==> config.mk <==
export PLATFORM = sky130hd
export DESIGN_NAME = hmp_port
export DESIGN_NICKNAME = d
export VERILOG_FILES = /design/src/hmp_pkg.sv /design/src/hmp_mem.sv /design/src/hmp_port.sv
export SDC_FILE = /design/constraint.sdc
export NUM_CORES = 1
export LEC_CHECK = 0
export BUFFER_PORTS_ARGS = -buffer_cell sky130_fd_sc_hd__buf_4
export CAP_MARGIN = 10
export CELL_PAD_IN_SITES_DETAIL_PLACEMENT = 1
export CELL_PAD_IN_SITES_GLOBAL_PLACEMENT = 1
export CORE_ASPECT_RATIO = 0.6
export CORE_MARGIN = 2
export CORE_UTILIZATION = 28
export CTS_BUF_LIST = sky130_fd_sc_hd__clkbuf_16
export CTS_CLUSTER_DIAMETER = 80
export DETAILED_ROUTE_END_ITERATION = 6
export PLACE_DENSITY = 0.48
export SETUP_SLACK_MARGIN = 0.15
export SLEW_MARGIN = 20
export SYNTH_ARGS = -nofsm -noshare
export SYNTH_HDL_FRONTEND = slang
export SYNTH_HIERARCHICAL = 1
export SYNTH_SLANG_ARGS = --single-unit
==> constraint.sdc <==
create_clock -name clk_i -period 2.7 [get_ports clk_i]
set_input_delay 0.135 -clock clk_i [delete_from_list [all_inputs] [get_ports clk_i]]
set_output_delay 0.135 -clock clk_i [all_outputs]
set_load 0.005 [all_outputs]
==> src/hmp_pkg.sv <==
// package: constants, pin bundle and helpers for the host microinterface port
// How it works
// - burst mode only while burst select high
// - little endian swaps bytes both ways
// - invariance select used only in little endian
// - address line zero is the msb
// - width strap high gives 8-bit path
// - handshake strap high holds acknowledge
// - burst mode: straps become size bits
// - device acknowledges each legal cycle, active low
// - direction high reads, low writes
// - 16-bit data, line zero is msb
// - one-cycle error pulse on illegal request
// - byte and word accesses both accepted
package hmp_pkg;
    localparam int CLK_MHZ = 100;
    localparam int BCLK_MAX_MHZ = 60;
    // plain register port map
    localparam logic [3:0] REG_CTRL = 4'h0;
    localparam logic [3:0] REG_STATUS = 4'h4;
    localparam logic [3:0] REG_COUNT = 4'h8;
    localparam int CTRL_EN_BIT = 0;
    localparam logic CTRL_EN_RESET = 1'h1;
    // burst transfer size codes {size_bit1, size_bit0}
    localparam logic [1:0] SIZ_BYTE = 2'h1;
    localparam logic [1:0] SIZ_WORD = 2'h2;
    localparam logic [1:0] BE_WORD = 2'h3;
    localparam logic [1:0] BE_HI = 2'h2;
    localparam logic [1:0] BE_LO = 2'h1;
    localparam int MEM_AW = 6;
    localparam int DATA_W = 16;

    // everything that crosses in from the host pins
    typedef struct packed {
        logic bclk;
        logic cs_n;
        logic rnw;
        logic burst;
        logic le;
        logic dinv;
        logic siz1;
        logic siz0;
        logic [6:0] addr;
        logic [15:0] data;
    } hmp_pins_s;

    typedef enum logic [1:0] {
        ST_IDLE = 2'b00,
        ST_READ = 2'b01,
        ST_ACK = 2'b10,
        ST_HOLD = 2'b11
    } hmp_state_e;

    function automatic logic [15:0] swap16(input logic [15:0] v);
        swap16 = {v[7:0], v[15:8]};
    endfunction : swap16
endpackage : hmp_pkg

==> src/hmp_mem.sv <==
// small register-file memory behind the host port, registered read data
`timescale 1ns/1ps
`default_nettype none
module hmp_mem #(
    parameter int AW = 6,
    parameter int DW = 16
) (
    input wire logic clk_i,
    input wire logic rst_n_i,
    input wire logic we_i,
    input wire logic [1:0] be_i,
    input wire logic [AW-1:0] addr_i,
    input wire logic [DW-1:0] wdata_i,
    output logic [DW-1:0] rdata_o
);
    localparam int HW = DW / 2;
    logic [DW-1:0] mem_reg [2**AW];
    logic [DW-1:0] rdata_reg;

    // byte-lane writes; contents are not reset, software sets them up
    always_ff @(posedge clk_i) begin
        if (we_i && be_i[1]) begin
            mem_reg[addr_i][DW-1:HW] <= wdata_i[DW-1:HW];
        end
        if (we_i && be_i[0]) begin
            mem_reg[addr_i][HW-1:0] <= wdata_i[HW-1:0];
        end
    end

    // read every cycle so the data stand one clock after the address
    always_ff @(posedge clk_i or negedge rst_n_i) begin
        if (!rst_n_i) begin
            rdata_reg <= '0;
        end else begin
            rdata_reg <= mem_reg[addr_i];
        end
    end

    assign rdata_o = rdata_reg;
endmodule : hmp_mem
`default_nettype wire

==> src/hmp_port.sv <==
// host microinterface port: pin sampling, cycle handshake, endian handling
//
// Added by the designer: strobed register access and the register addresses.
`timescale 1ns/1ps
`default_nettype none
module hmp_port (
    input wire logic clk_i,
    input wire logic rst_n_i,
    input wire logic host_bclk_i,
    input wire logic burst_host_mode_select_i,
    input wire logic little_endian_select_i,
    input wire logic invariance_select_i,
    input wire logic width_strap_or_size_bit0_i,
    input wire logic handshake_strap_or_size_bit1_i,
    input wire logic [0:6] host_address_bus_i,
    input wire logic cycle_start_n_i,
    input wire logic host_read_not_write_i,
    input wire logic [0:15] host_data_bus_i,
    output logic [0:15] host_data_bus_o,
    output logic host_data_bus_oe_n_o,
    output logic cycle_acknowledge_n_o,
    output logic transfer_error_n_o,
    input wire logic [3:0] reg_addr_i,
    input wire logic [31:0] reg_wdata_i,
    input wire logic reg_write_i,
    input wire logic reg_read_i,
    output logic [31:0] reg_rdata_o
);
    hmp_pkg::hmp_pins_s pins_raw;
    hmp_pkg::hmp_pins_s s1_reg;
    hmp_pkg::hmp_pins_s s2_reg;
    hmp_pkg::hmp_pins_s s3_reg;
    hmp_pkg::hmp_pins_s pin_reg;
    hmp_pkg::hmp_state_e state_reg;
    logic bclk_d_reg;
    logic samp;
    logic en_reg;
    logic ack_n_reg;
    logic tea_n_reg;
    logic oe_n_reg;
    logic [15:0] dout_reg;
    logic bus8_reg;
    logic sw_reg;
    logic lane_lo_reg;
    logic [15:0] acc_cnt_reg;
    logic [15:0] err_cnt_reg;
    logic [31:0] rdata_reg;
    logic burst;
    logic [1:0] size;
    logic bus8;
    logic hshake;
    logic byte_acc;
    logic size_err;
    logic sw;
    logic start;
    logic legal_start;
    logic burst_overrun;
    logic illegal;
    logic mem_we;
    logic [1:0] mem_be;
    logic [15:0] mem_wdata;
    logic [15:0] mem_rdata;
    logic [15:0] rd_fmt;
    logic cnt_clr;

    // port vectors run msb-first from line 0, so a plain copy keeps line 0 on top
    assign pins_raw.bclk = host_bclk_i;
    assign pins_raw.cs_n = cycle_start_n_i;
    assign pins_raw.rnw = host_read_not_write_i;
    assign pins_raw.burst = burst_host_mode_select_i;
    assign pins_raw.le = little_endian_select_i;
    assign pins_raw.dinv = invariance_select_i;
    assign pins_raw.siz1 = handshake_strap_or_size_bit1_i;
    assign pins_raw.siz0 = width_strap_or_size_bit0_i;
    assign pins_raw.addr = host_address_bus_i;
    assign pins_raw.data = host_data_bus_i;

    // three-stage sampling; a bit moves only when stages two and three agree
    always_ff @(posedge clk_i or negedge rst_n_i) begin
        if (!rst_n_i) begin
            s1_reg <= '0;
            s2_reg <= '0;
            s3_reg <= '0;
            pin_reg <= '0;
            bclk_d_reg <= 1'b0;
        end else begin
            s1_reg <= pins_raw;
            s2_reg <= s1_reg;
            s3_reg <= s2_reg;
            pin_reg <= (s2_reg & s3_reg) | (pin_reg & (s2_reg | s3_reg));
            bclk_d_reg <= pin_reg.bclk;
        end
    end

    // sample at the falling bus-clock edge, mid-cycle, where host signals are settled
    assign samp = bclk_d_reg & ~pin_reg.bclk;

    // mode decode from the straps; they are assumed static while busy
    assign burst = pin_reg.burst;
    assign size = {pin_reg.siz1, pin_reg.siz0};
    assign bus8 = !burst && pin_reg.siz0;
    assign hshake = !burst && pin_reg.siz1;
    assign byte_acc = bus8 || (burst && size == hmp_pkg::SIZ_BYTE);
    assign size_err = burst && size != hmp_pkg::SIZ_BYTE && size != hmp_pkg::SIZ_WORD;
    // words always swap in little endian; byte lanes swap only when data invariant
    assign sw = pin_reg.le && (!byte_acc || pin_reg.dinv);

    assign start = samp && state_reg == hmp_pkg::ST_IDLE && !pin_reg.cs_n && en_reg;
    assign legal_start = start && !size_err;
    assign burst_overrun = samp && state_reg == hmp_pkg::ST_ACK && burst && !pin_reg.cs_n;
    assign illegal = (start && size_err) || burst_overrun;

    // write path into the register file, byte enables from size and address
    assign mem_we = legal_start && !pin_reg.rnw;
    always_comb begin
        if (!byte_acc) begin
            mem_be = hmp_pkg::BE_WORD;
        end else if (pin_reg.addr[0]) begin
            mem_be = hmp_pkg::BE_LO;
        end else begin
            mem_be = hmp_pkg::BE_HI;
        end
    end
    always_comb begin
        if (bus8) begin
            mem_wdata = {pin_reg.data[15:8], pin_reg.data[15:8]};
        end else if (sw) begin
            mem_wdata = hmp_pkg::swap16(pin_reg.data);
        end else begin
            mem_wdata = pin_reg.data;
        end
    end

    hmp_mem #(
        .AW(hmp_pkg::MEM_AW),
        .DW(hmp_pkg::DATA_W)
    ) u_mem (
        .clk_i(clk_i),
        .rst_n_i(rst_n_i),
        .we_i(mem_we),
        .be_i(mem_be),
        .addr_i(pin_reg.addr[6:1]),
        .wdata_i(mem_wdata),
        .rdata_o(mem_rdata)
    );

    // read data formatting; 8-bit path returns the addressed byte on lines 0-7
    always_comb begin
        if (bus8_reg) begin
            rd_fmt = {(lane_lo_reg ? mem_rdata[7:0] : mem_rdata[15:8]), 8'h00};
        end else if (sw_reg) begin
            rd_fmt = hmp_pkg::swap16(mem_rdata);
        end else begin
            rd_fmt = mem_rdata;
        end
    end

    // access sequencer; acknowledge lasts one bus cycle or, in handshake, until release
    always_ff @(posedge clk_i or negedge rst_n_i) begin
        if (!rst_n_i) begin
            state_reg <= hmp_pkg::ST_IDLE;
            ack_n_reg <= 1'b1;
            oe_n_reg <= 1'b1;
            dout_reg <= 16'h0000;
            bus8_reg <= 1'b0;
            sw_reg <= 1'b0;
            lane_lo_reg <= 1'b0;
        end else begin
            unique case (state_reg)
                hmp_pkg::ST_IDLE: begin
                    if (legal_start) begin
                        bus8_reg <= bus8;
                        sw_reg <= sw;
                        lane_lo_reg <= pin_reg.addr[0];
                        if (pin_reg.rnw) begin
                            state_reg <= hmp_pkg::ST_READ;
                        end else begin
                            state_reg <= hmp_pkg::ST_ACK;
                            ack_n_reg <= 1'b0;
                        end
                    end
                end
                hmp_pkg::ST_READ: begin
                    dout_reg <= rd_fmt;
                    oe_n_reg <= 1'b0;
                    ack_n_reg <= 1'b0;
                    state_reg <= hmp_pkg::ST_ACK;
                end
                hmp_pkg::ST_ACK: begin
                    if (samp) begin
                        if (hshake && !pin_reg.cs_n) begin
                            state_reg <= hmp_pkg::ST_HOLD;
                        end else begin
                            ack_n_reg <= 1'b1;
                            oe_n_reg <= 1'b1;
                            state_reg <= hmp_pkg::ST_IDLE;
                        end
                    end
                end
                hmp_pkg::ST_HOLD: begin
                    if (pin_reg.cs_n) begin
                        ack_n_reg <= 1'b1;
                        oe_n_reg <= 1'b1;
                        state_reg <= hmp_pkg::ST_IDLE;
                    end
                end
            endcase
        end
    end

    // error strobe spans exactly one sampled bus cycle
    always_ff @(posedge clk_i or negedge rst_n_i) begin
        if (!rst_n_i) begin
            tea_n_reg <= 1'b1;
        end else if (samp) begin
            tea_n_reg <= !illegal;
        end
    end

    // counters; a count in the clearing cycle survives the clear
    assign cnt_clr = reg_write_i && reg_addr_i == hmp_pkg::REG_COUNT;
    always_ff @(posedge clk_i or negedge rst_n_i) begin
        if (!rst_n_i) begin
            acc_cnt_reg <= 16'h0000;
            err_cnt_reg <= 16'h0000;
        end else begin
            acc_cnt_reg <= (cnt_clr ? 16'h0000 : acc_cnt_reg) + {15'h0000, legal_start};
            err_cnt_reg <= (cnt_clr ? 16'h0000 : err_cnt_reg) + {15'h0000, illegal};
        end
    end

    // control register: enable gates new host cycles, an access in flight completes
    always_ff @(posedge clk_i or negedge rst_n_i) begin
        if (!rst_n_i) begin
            en_reg <= hmp_pkg::CTRL_EN_RESET;
        end else if (reg_write_i && reg_addr_i == hmp_pkg::REG_CTRL) begin
            en_reg <= reg_wdata_i[hmp_pkg::CTRL_EN_BIT];
        end
    end

    // register read, data one cycle after the strobe, zero elsewhere
    always_ff @(posedge clk_i or negedge rst_n_i) begin
        if (!rst_n_i) begin
            rdata_reg <= 32'h0000_0000;
        end else if (reg_read_i) begin
            unique case (reg_addr_i)
                hmp_pkg::REG_CTRL: rdata_reg <= {31'h0000_0000, en_reg};
                hmp_pkg::REG_STATUS: rdata_reg <= {22'h00_0000, state_reg, pin_reg.burst,
                    pin_reg.le, pin_reg.dinv, pin_reg.siz1, pin_reg.siz0, oe_n_reg,
                    ack_n_reg, tea_n_reg};
                hmp_pkg::REG_COUNT: rdata_reg <= {err_cnt_reg, acc_cnt_reg};
                default: rdata_reg <= 32'h0000_0000;
            endcase
        end else begin
            rdata_reg <= 32'h0000_0000;
        end
    end

    assign host_data_bus_o = dout_reg;
    assign host_data_bus_oe_n_o = oe_n_reg;
    assign cycle_acknowledge_n_o = ack_n_reg;
    assign transfer_error_n_o = tea_n_reg;
    assign reg_rdata_o = rdata_reg;
endmodule : hmp_port
`default_nettype wire

**Yosys cells after proc, flatten, opt, wreduce, memory -nomap -nowiden**

Memories as Yosys holds them, arrays and structs flattened. A register that Yosys moved wholly into a read port is not among the register bits.
Cells that the tools add are included.

- Mux-type cells: 28
- Bitwise logic cells: 6
- Equal/unequal tests: 13
- Reductions and logical operators: 37
- Add/sub/neg operators: 2

Operator list:

| cell | number |
|---|---|
| $mux W16 | 6 |
| $pmux W32 S3 | 1 |
| $and A31 B31 Y31 | 2 |
| $or A31 B31 Y31 | 2 |
| $add A16 B1 Y16 | 2 |
| $mux W32 | 1 |
| $logic_and A1 B1 Y1 | 20 |
| $mux W2 | 7 |
| $ne A2 B2 Y1 const B | 6 |
| $mux W1 | 9 |
| $mux W8 | 1 |
| $pmux W2 S4 | 1 |
| $logic_not A1 Y1 | 7 |
| $reduce_and A5 Y1 | 1 |
| $eq A2 B1 Y1 const B | 2 |
| $eq A2 B2 Y1 const B | 2 |
| $eq A4 B3 Y1 const B | 1 |
| $eq A4 B4 Y1 const B | 1 |
| $logic_not A4 Y1 | 1 |
| $pmux W1 S4 | 1 |
| $reduce_and A4 Y1 | 1 |
| $logic_or A1 B1 Y1 | 3 |
| $pmux W1 S3 | 1 |
| $reduce_and A3 Y1 | 1 |
| 6 further kinds | 6 |

- Memories: 1
- Input port bits: 71
- Output and inout port bits: 51
- Register bits: 214
- Word-level logic and storage cells: 140
- Memory bits (writable): 1024

Memories:

| name | depth | width | rd ports | clocked after memory_dff | write ports | line | source |
|---|---|---|---|---|---|---|---|
| u_mem.mem_reg | 64 | 16 | 1 | 1 | 1 | hmp_mem.sv:17 | `logic [DW-1:0] mem_reg [2**AW];` |

**Depth between registers and ports, before layout**

- Word-level depth: 10
- Mapped depth: 11
- Gate-level depth less buffers: 9

**By module**

Netlist, hierarchy kept.

By module, submodules not included:

| module | seq. area each (um2) | times used | cells each | area an instance (um2) |
|---|---|---|---|---|
| hmp_mem | 31149.9 | 1 | 2388 | 40274.9 |
| hmp_port | 5360.1 | 1 | 549 | 7596.0 |

**Least setup slack after synthesis**

OpenSTA, ideal clock, no wires.

- Path type: register to register
- Start: reg pin_reg[19] (netlist name)
- End: mem u_mem.mem_reg[10][0], enable pin
- Buffers on the path: 6
- Cell stages (with the launch flop): 10
- Slack: 266 ps
- Data arrival time: 2063 ps
- Clock period less this slack: 2434 ps
- Data required time: 2330 ps
- Setup time: 370 ps
- Cell sequence: dfrtp_1 > buf_6 > buf_6 > buf_4 > buf_2 > buf_2 > buf_2 > nor2_1 > nand2_1 > nor2_1

RTL lines:

| what | line | source |
|---|---|---|
| from (decl) | hmp_port.sv:33 | `hmp_pkg::hmp_pins_s pin_reg;` |
| from (signal assigned) | hmp_port.sv:90 | `pin_reg <= (s2_reg & s3_reg) \| (pin_reg & (s2_reg \| s3_reg));` |
| to (decl) | hmp_mem.sv:17 |  |

No word-level cell before the write port.

==> results.txt <==
----------------------------------------------------
[Route]
  Sum of routed wire length over all layers ... 169700 um
  DRC marker count from the first detailed-route iteration ... 3202
  Total DRC errors in the routed layout ... 0
  Average wire per standard cell ... 28.55 um
  ANT nets after route ... 0
  Detailed-route vias per instance ... 5.140
  Via count of the routed design ... 30560
  Detailed Routing Iterations Pass 1 ... 6

[Setup path]
  Ordered cell list for the critical path ... buf_12 -> and2_4 -> buf_4 -> a221o_1 -> a222oi_1 -> buf_4 -> o22ai_1 -> or4_1
  Most used cell, CP ... sky130_fd_sc_hd__buf_4
  R2r endpoint ... u_mem/rdata_o[8]
  Critical Path Source ... pin_reg[17]
  Register-to-register path setup slack ... -0.04 ns
  Critical register-to-register path startpoint ... pin_reg[17]
  Maximum fanout along the worst path ... 7
  Required time at the endpoint of the critical path ... 3.32 ns
  Startpoint type of the worst setup path ... flop
  Number of cells on the worst reg-to-reg path ... 8
  Crit path DAT ... 3.36 ns
  Setup crit end kind ... flop
  Slowest cell delay on critical path ... 0.55 ns
  Cell with the largest stage delay on the worst path ... sky130_fd_sc_hd__dfrtp_4
  Classification of the worst setup path ... flop to flop

[STA]
  Final hold vios ... 0
  TNS Setup ... -0.03731 ns
  Number of max-slew violations in the final report ... 0
  Setup clock skew after layout ... 0.02746 ns
  Number of failing setup endpoints in the final timing report ... 1
  Measured slew at the worst slew-check pin ... 0.9268 ns
  Worst setup margin ... -0.03731 ns
  Setup repair after global routing missed its margin ... yes
  Final critical-path required period ... 2.737 ns
  Max frequency ... 365.3 MHz
  Part of the cycle the worst path needs ... 101.4%
  Relative slew slack ... 38.21%

[Power and ir drop]
  Leakage power figure ... 21.55 nW
  Combinational fraction of design power ... 14.4%
  Register share of total power ... 47.9%
  NetSw ... 12.33 mW
  Maximum ir drop on the vdd rail ... 0.5258 mV
  Internal power summed over all cells ... 34.35 mW
  Total power ... 46.68 mW
  Switching share of power ... 26.41%
  Part of the total power dissipated in the clock network ... 37.7%
  Power per unit of standard cell area ... 757.3 nW/um^2

[Yosys]
  Total number of yosys warnings ... 6
  Part of the Yosys area used for sequential elements ... 76.27%
  Post-synth EDFFs ... 1024
  Synth cell types ... 81
  Flip-flop and latch count after synthesis ... 1254
  Mapped cell area ... 47870 um^2
  Synthesized instance count ... 2937
  Synthesized area divided by synthesized cell count ... 16.30 um^2
  Share of flip-flops with an asynchronous set or reset after synthesis ... 18.34%
  Synthesized netlist net count ... 3012
  Flip-flop cell with the highest count after synthesis ... sky130_fd_sc_hd__edfxtp_1

[Min path]
  Hold Path End ... s1_reg[12]
  Min-Delay Path Depth ... 2
  Worst hold path startpoint ... host_data_bus_i[3]
  Worst Hold Class ... primary input to flop

[Clock tree]
  Root buffer cell ... sky130_fd_sc_hd__clkbuf_16
  Clock slew at the register clock pins of the worst setup and hold paths ... 0.07 ns
  H-Tree Depth ... 4
  Largest buffer count on any clock path ... 3
  TritonCTS Buffers ... 130
  TritonCTS clock tree ... yes
  Number of clock sinks seen by CTS ... 1254
  Clk Latency, worst-skew pair ... 0.75 ns

[Flow run]
  Total of max-cap violations ... 0

[Run status]
  Violations in the final reports ... setup timing
  Outcome ... complete, but fails checks

[Global routing]
  Via count of the first global-routing pass ... 31210
  Combined global-route utilization of all metal layers ... 19.36%
  Pin count of the biggest net entering global routing ... 90
  Antenna violations before repair ... 5
  Global-route wire length before repair ... 239100 um
  Residual overflow from global routing ... 0

[Cells and area]
  Fill cell instance count of the final layout ... 17080
  Multi-input gate area ... 11240 um^2
  Leading cell types in the layout, fill and taps excluded ... sky130_fd_sc_hd__edfxtp_1, sky130_fd_sc_hd__buf_4, sky130_fd_sc_hd__dfrtp_1
  Ratio of cells with drive above 1 in the final layout ... 30.81%
  Number of flip-flops under the largest register name ... 1024
  Register area ... 36520 um^2
  Nets ... 3651
  Area growth from synthesis to layout ... 28.75%
  Leading cell type in the layout, fill and taps excluded ... sky130_fd_sc_hd__edfxtp_1

[Place]
  Weighted congestion at the end of routability-driven global placement ... 0.8586
  Number of buffers added on ports ... 90
  Placed wire-length estimate ... 114400 um

[Floorplanning]
  Std-Cell Rows ... 117
  Initial Util ... 28.21%
  Horizontal die dimension ... 537.8 um
  Core area ... 169700 um^2
  Floorplan die area ... 174400 um^2
  Chip height ... 324.3 um
  Count of boundary I/O pins ... 122

----------------------------------------------------
==> cell type report <==
class                   count  area share (%)
multi-input cells        1473           18.24
well taps                2261           4.590
inverters                  13         0.07917
diodes                      3         0.01218
clock buffers             143           5.806
clock inverters            94          0.8628
repair buffers            704           11.15
flip-flops and latches   1254           59.26
==> layer usage <==
metal,vias up,track usage [%],share of wire (%)
met3,161,7.175,11
met5,-,0,0
met4,0,3.790,1.6
met2,1228,25.38,39
met1,16190,29.83,49
li1,12980,-,-
==> cells by family (layout without fill, tap and decap cells) <==
kind of cell | count (synthesis) | after routing | synth area share [%]
compound gates | 701 | 701 | 10.66
xor+xnor | 25 | 25 | 0.4574
fa+ha+maj | 35 | 35 | 0.7528
buf+inv | 211 | 954 | 2.180
flops | 1254 | 1254 | 76.27
mux | 207 | 207 | 4.919
other cells | 0 | 3 | 0
simple gates | 504 | 505 | 4.762
==> how the worst max path moves through the flow <==
stage                           endpoint  slack (ns)  cells past startpoint
global route            u_mem/rdata_o[4]       -0.07                      8
floorplan           u_mem/mem_reg[10][0]        0.27                      9
CTS                    u_mem/rdata_o[12]      -0.004                      9
global placement       u_mem/rdata_o[15]       -0.29                     10
finish                  u_mem/rdata_o[8]       -0.04                      8
detailed placement     u_mem/rdata_o[12]       -0.30                      9
==> synthesized netlist by cell type (8+ instances only) <==
cell / n / area (um^2)
sky130_fd_sc_hd__or4_1: 12 / 90.09
sky130_fd_sc_hd__a22oi_1: 156 / 1171
sky130_fd_sc_hd__a222oi_1: 8 / 80.08
sky130_fd_sc_hd__clkbuf_1: 72 / 270.3
sky130_fd_sc_hd__dfrtp_1: 226 / 5655
sky130_fd_sc_hd__mux4_2: 12 / 270.3
sky130_fd_sc_hd__nor2_1: 249 / 934.7
sky130_fd_sc_hd__o211ai_1: 8 / 60.06
sky130_fd_sc_hd__nand3_1: 24 / 120.1
sky130_fd_sc_hd__a221oi_1: 159 / 1393
sky130_fd_sc_hd__o221ai_1: 22 / 192.7
sky130_fd_sc_hd__nor3_1: 15 / 75.07
sky130_fd_sc_hd__nand2_1: 104 / 390.4
sky130_fd_sc_hd__buf_4: 18 / 135.1
sky130_fd_sc_hd__buf_1: 16 / 60.06
sky130_fd_sc_hd__a221o_1: 15 / 150.1
sky130_fd_sc_hd__o21ai_0: 107 / 535.5
sky130_fd_sc_hd__nor2b_1: 11 / 68.82
sky130_fd_sc_hd__a22o_1: 28 / 245.2
sky130_fd_sc_hd__nand4_1: 17 / 106.4
sky130_fd_sc_hd__inv_1: 10 / 37.54
sky130_fd_sc_hd__edfxtp_1: 1024 / 30750
sky130_fd_sc_hd__xnor2_1: 21 / 183.9
sky130_fd_sc_hd__buf_2: 81 / 405.4
sky130_fd_sc_hd__mux2_2: 103 / 1160
sky130_fd_sc_hd__and2_1: 26 / 162.7
sky130_fd_sc_hd__a21oi_1: 89 / 445.4
sky130_fd_sc_hd__o22ai_1: 47 / 294.0
sky130_fd_sc_hd__mux2i_1: 91 / 910.9
sky130_fd_sc_hd__buf_6: 11 / 123.9
sky130_fd_sc_hd__maj3_1: 31 / 310.3
==> stage by stage <==
step | instances | cell area [um^2] | worst slack (ns) | hold WS [ns] | util, %
2_1_floorplan | 2937 | 47870 | 0.2664 | -0.1606 | -
3_5_place_dp | 5583 | 54970 | -0.3028 | 0.2189 | 32.40
3_3_place_gp | 5583 | 54970 | -0.2927 | 0.2057 | 32.40
5_1_grt | 5944 | 61630 | -0.07191 | 0.01541 | 36.33
6_report | 5945 | 61630 | -0.03731 | 0.04724 | 36.33
4_1_cts | 5920 | 60770 | -0.003695 | 0.0003005 | 35.82
==> critical path: cells and delay by family (launching register included) <==
kind / cells / cell delay (ns)
AND/OR/NAND/NOR: 2 / 0.67
AO/OA/AOI/OAI: 3 / 0.75
buffers and inverters: 3 / 0.63
flip-flops: 1 / 0.55
==> timing repair <==
item,4_1_cts,5_1_grt
setup endpoints to repair,908,974
gates cloned,5,1
endpoints found under the hold margin,214,0
pin swaps,35,49
resized for setup,146,148
buffers inserted,38,21
hold buffers,57,0
==> power groups by stage <==
stage	clock, mW	combinational, mW	sequential, mW
floorplan	0	2.68	22.5
CTS	18.0	6.46	22.4
finish	17.6	6.73	22.4
global route	18.8	7.09	22.4
detailed placement	0	5.96	22.8
global placement	0	5.81	22.8
(Power assumes the default switching activity.)
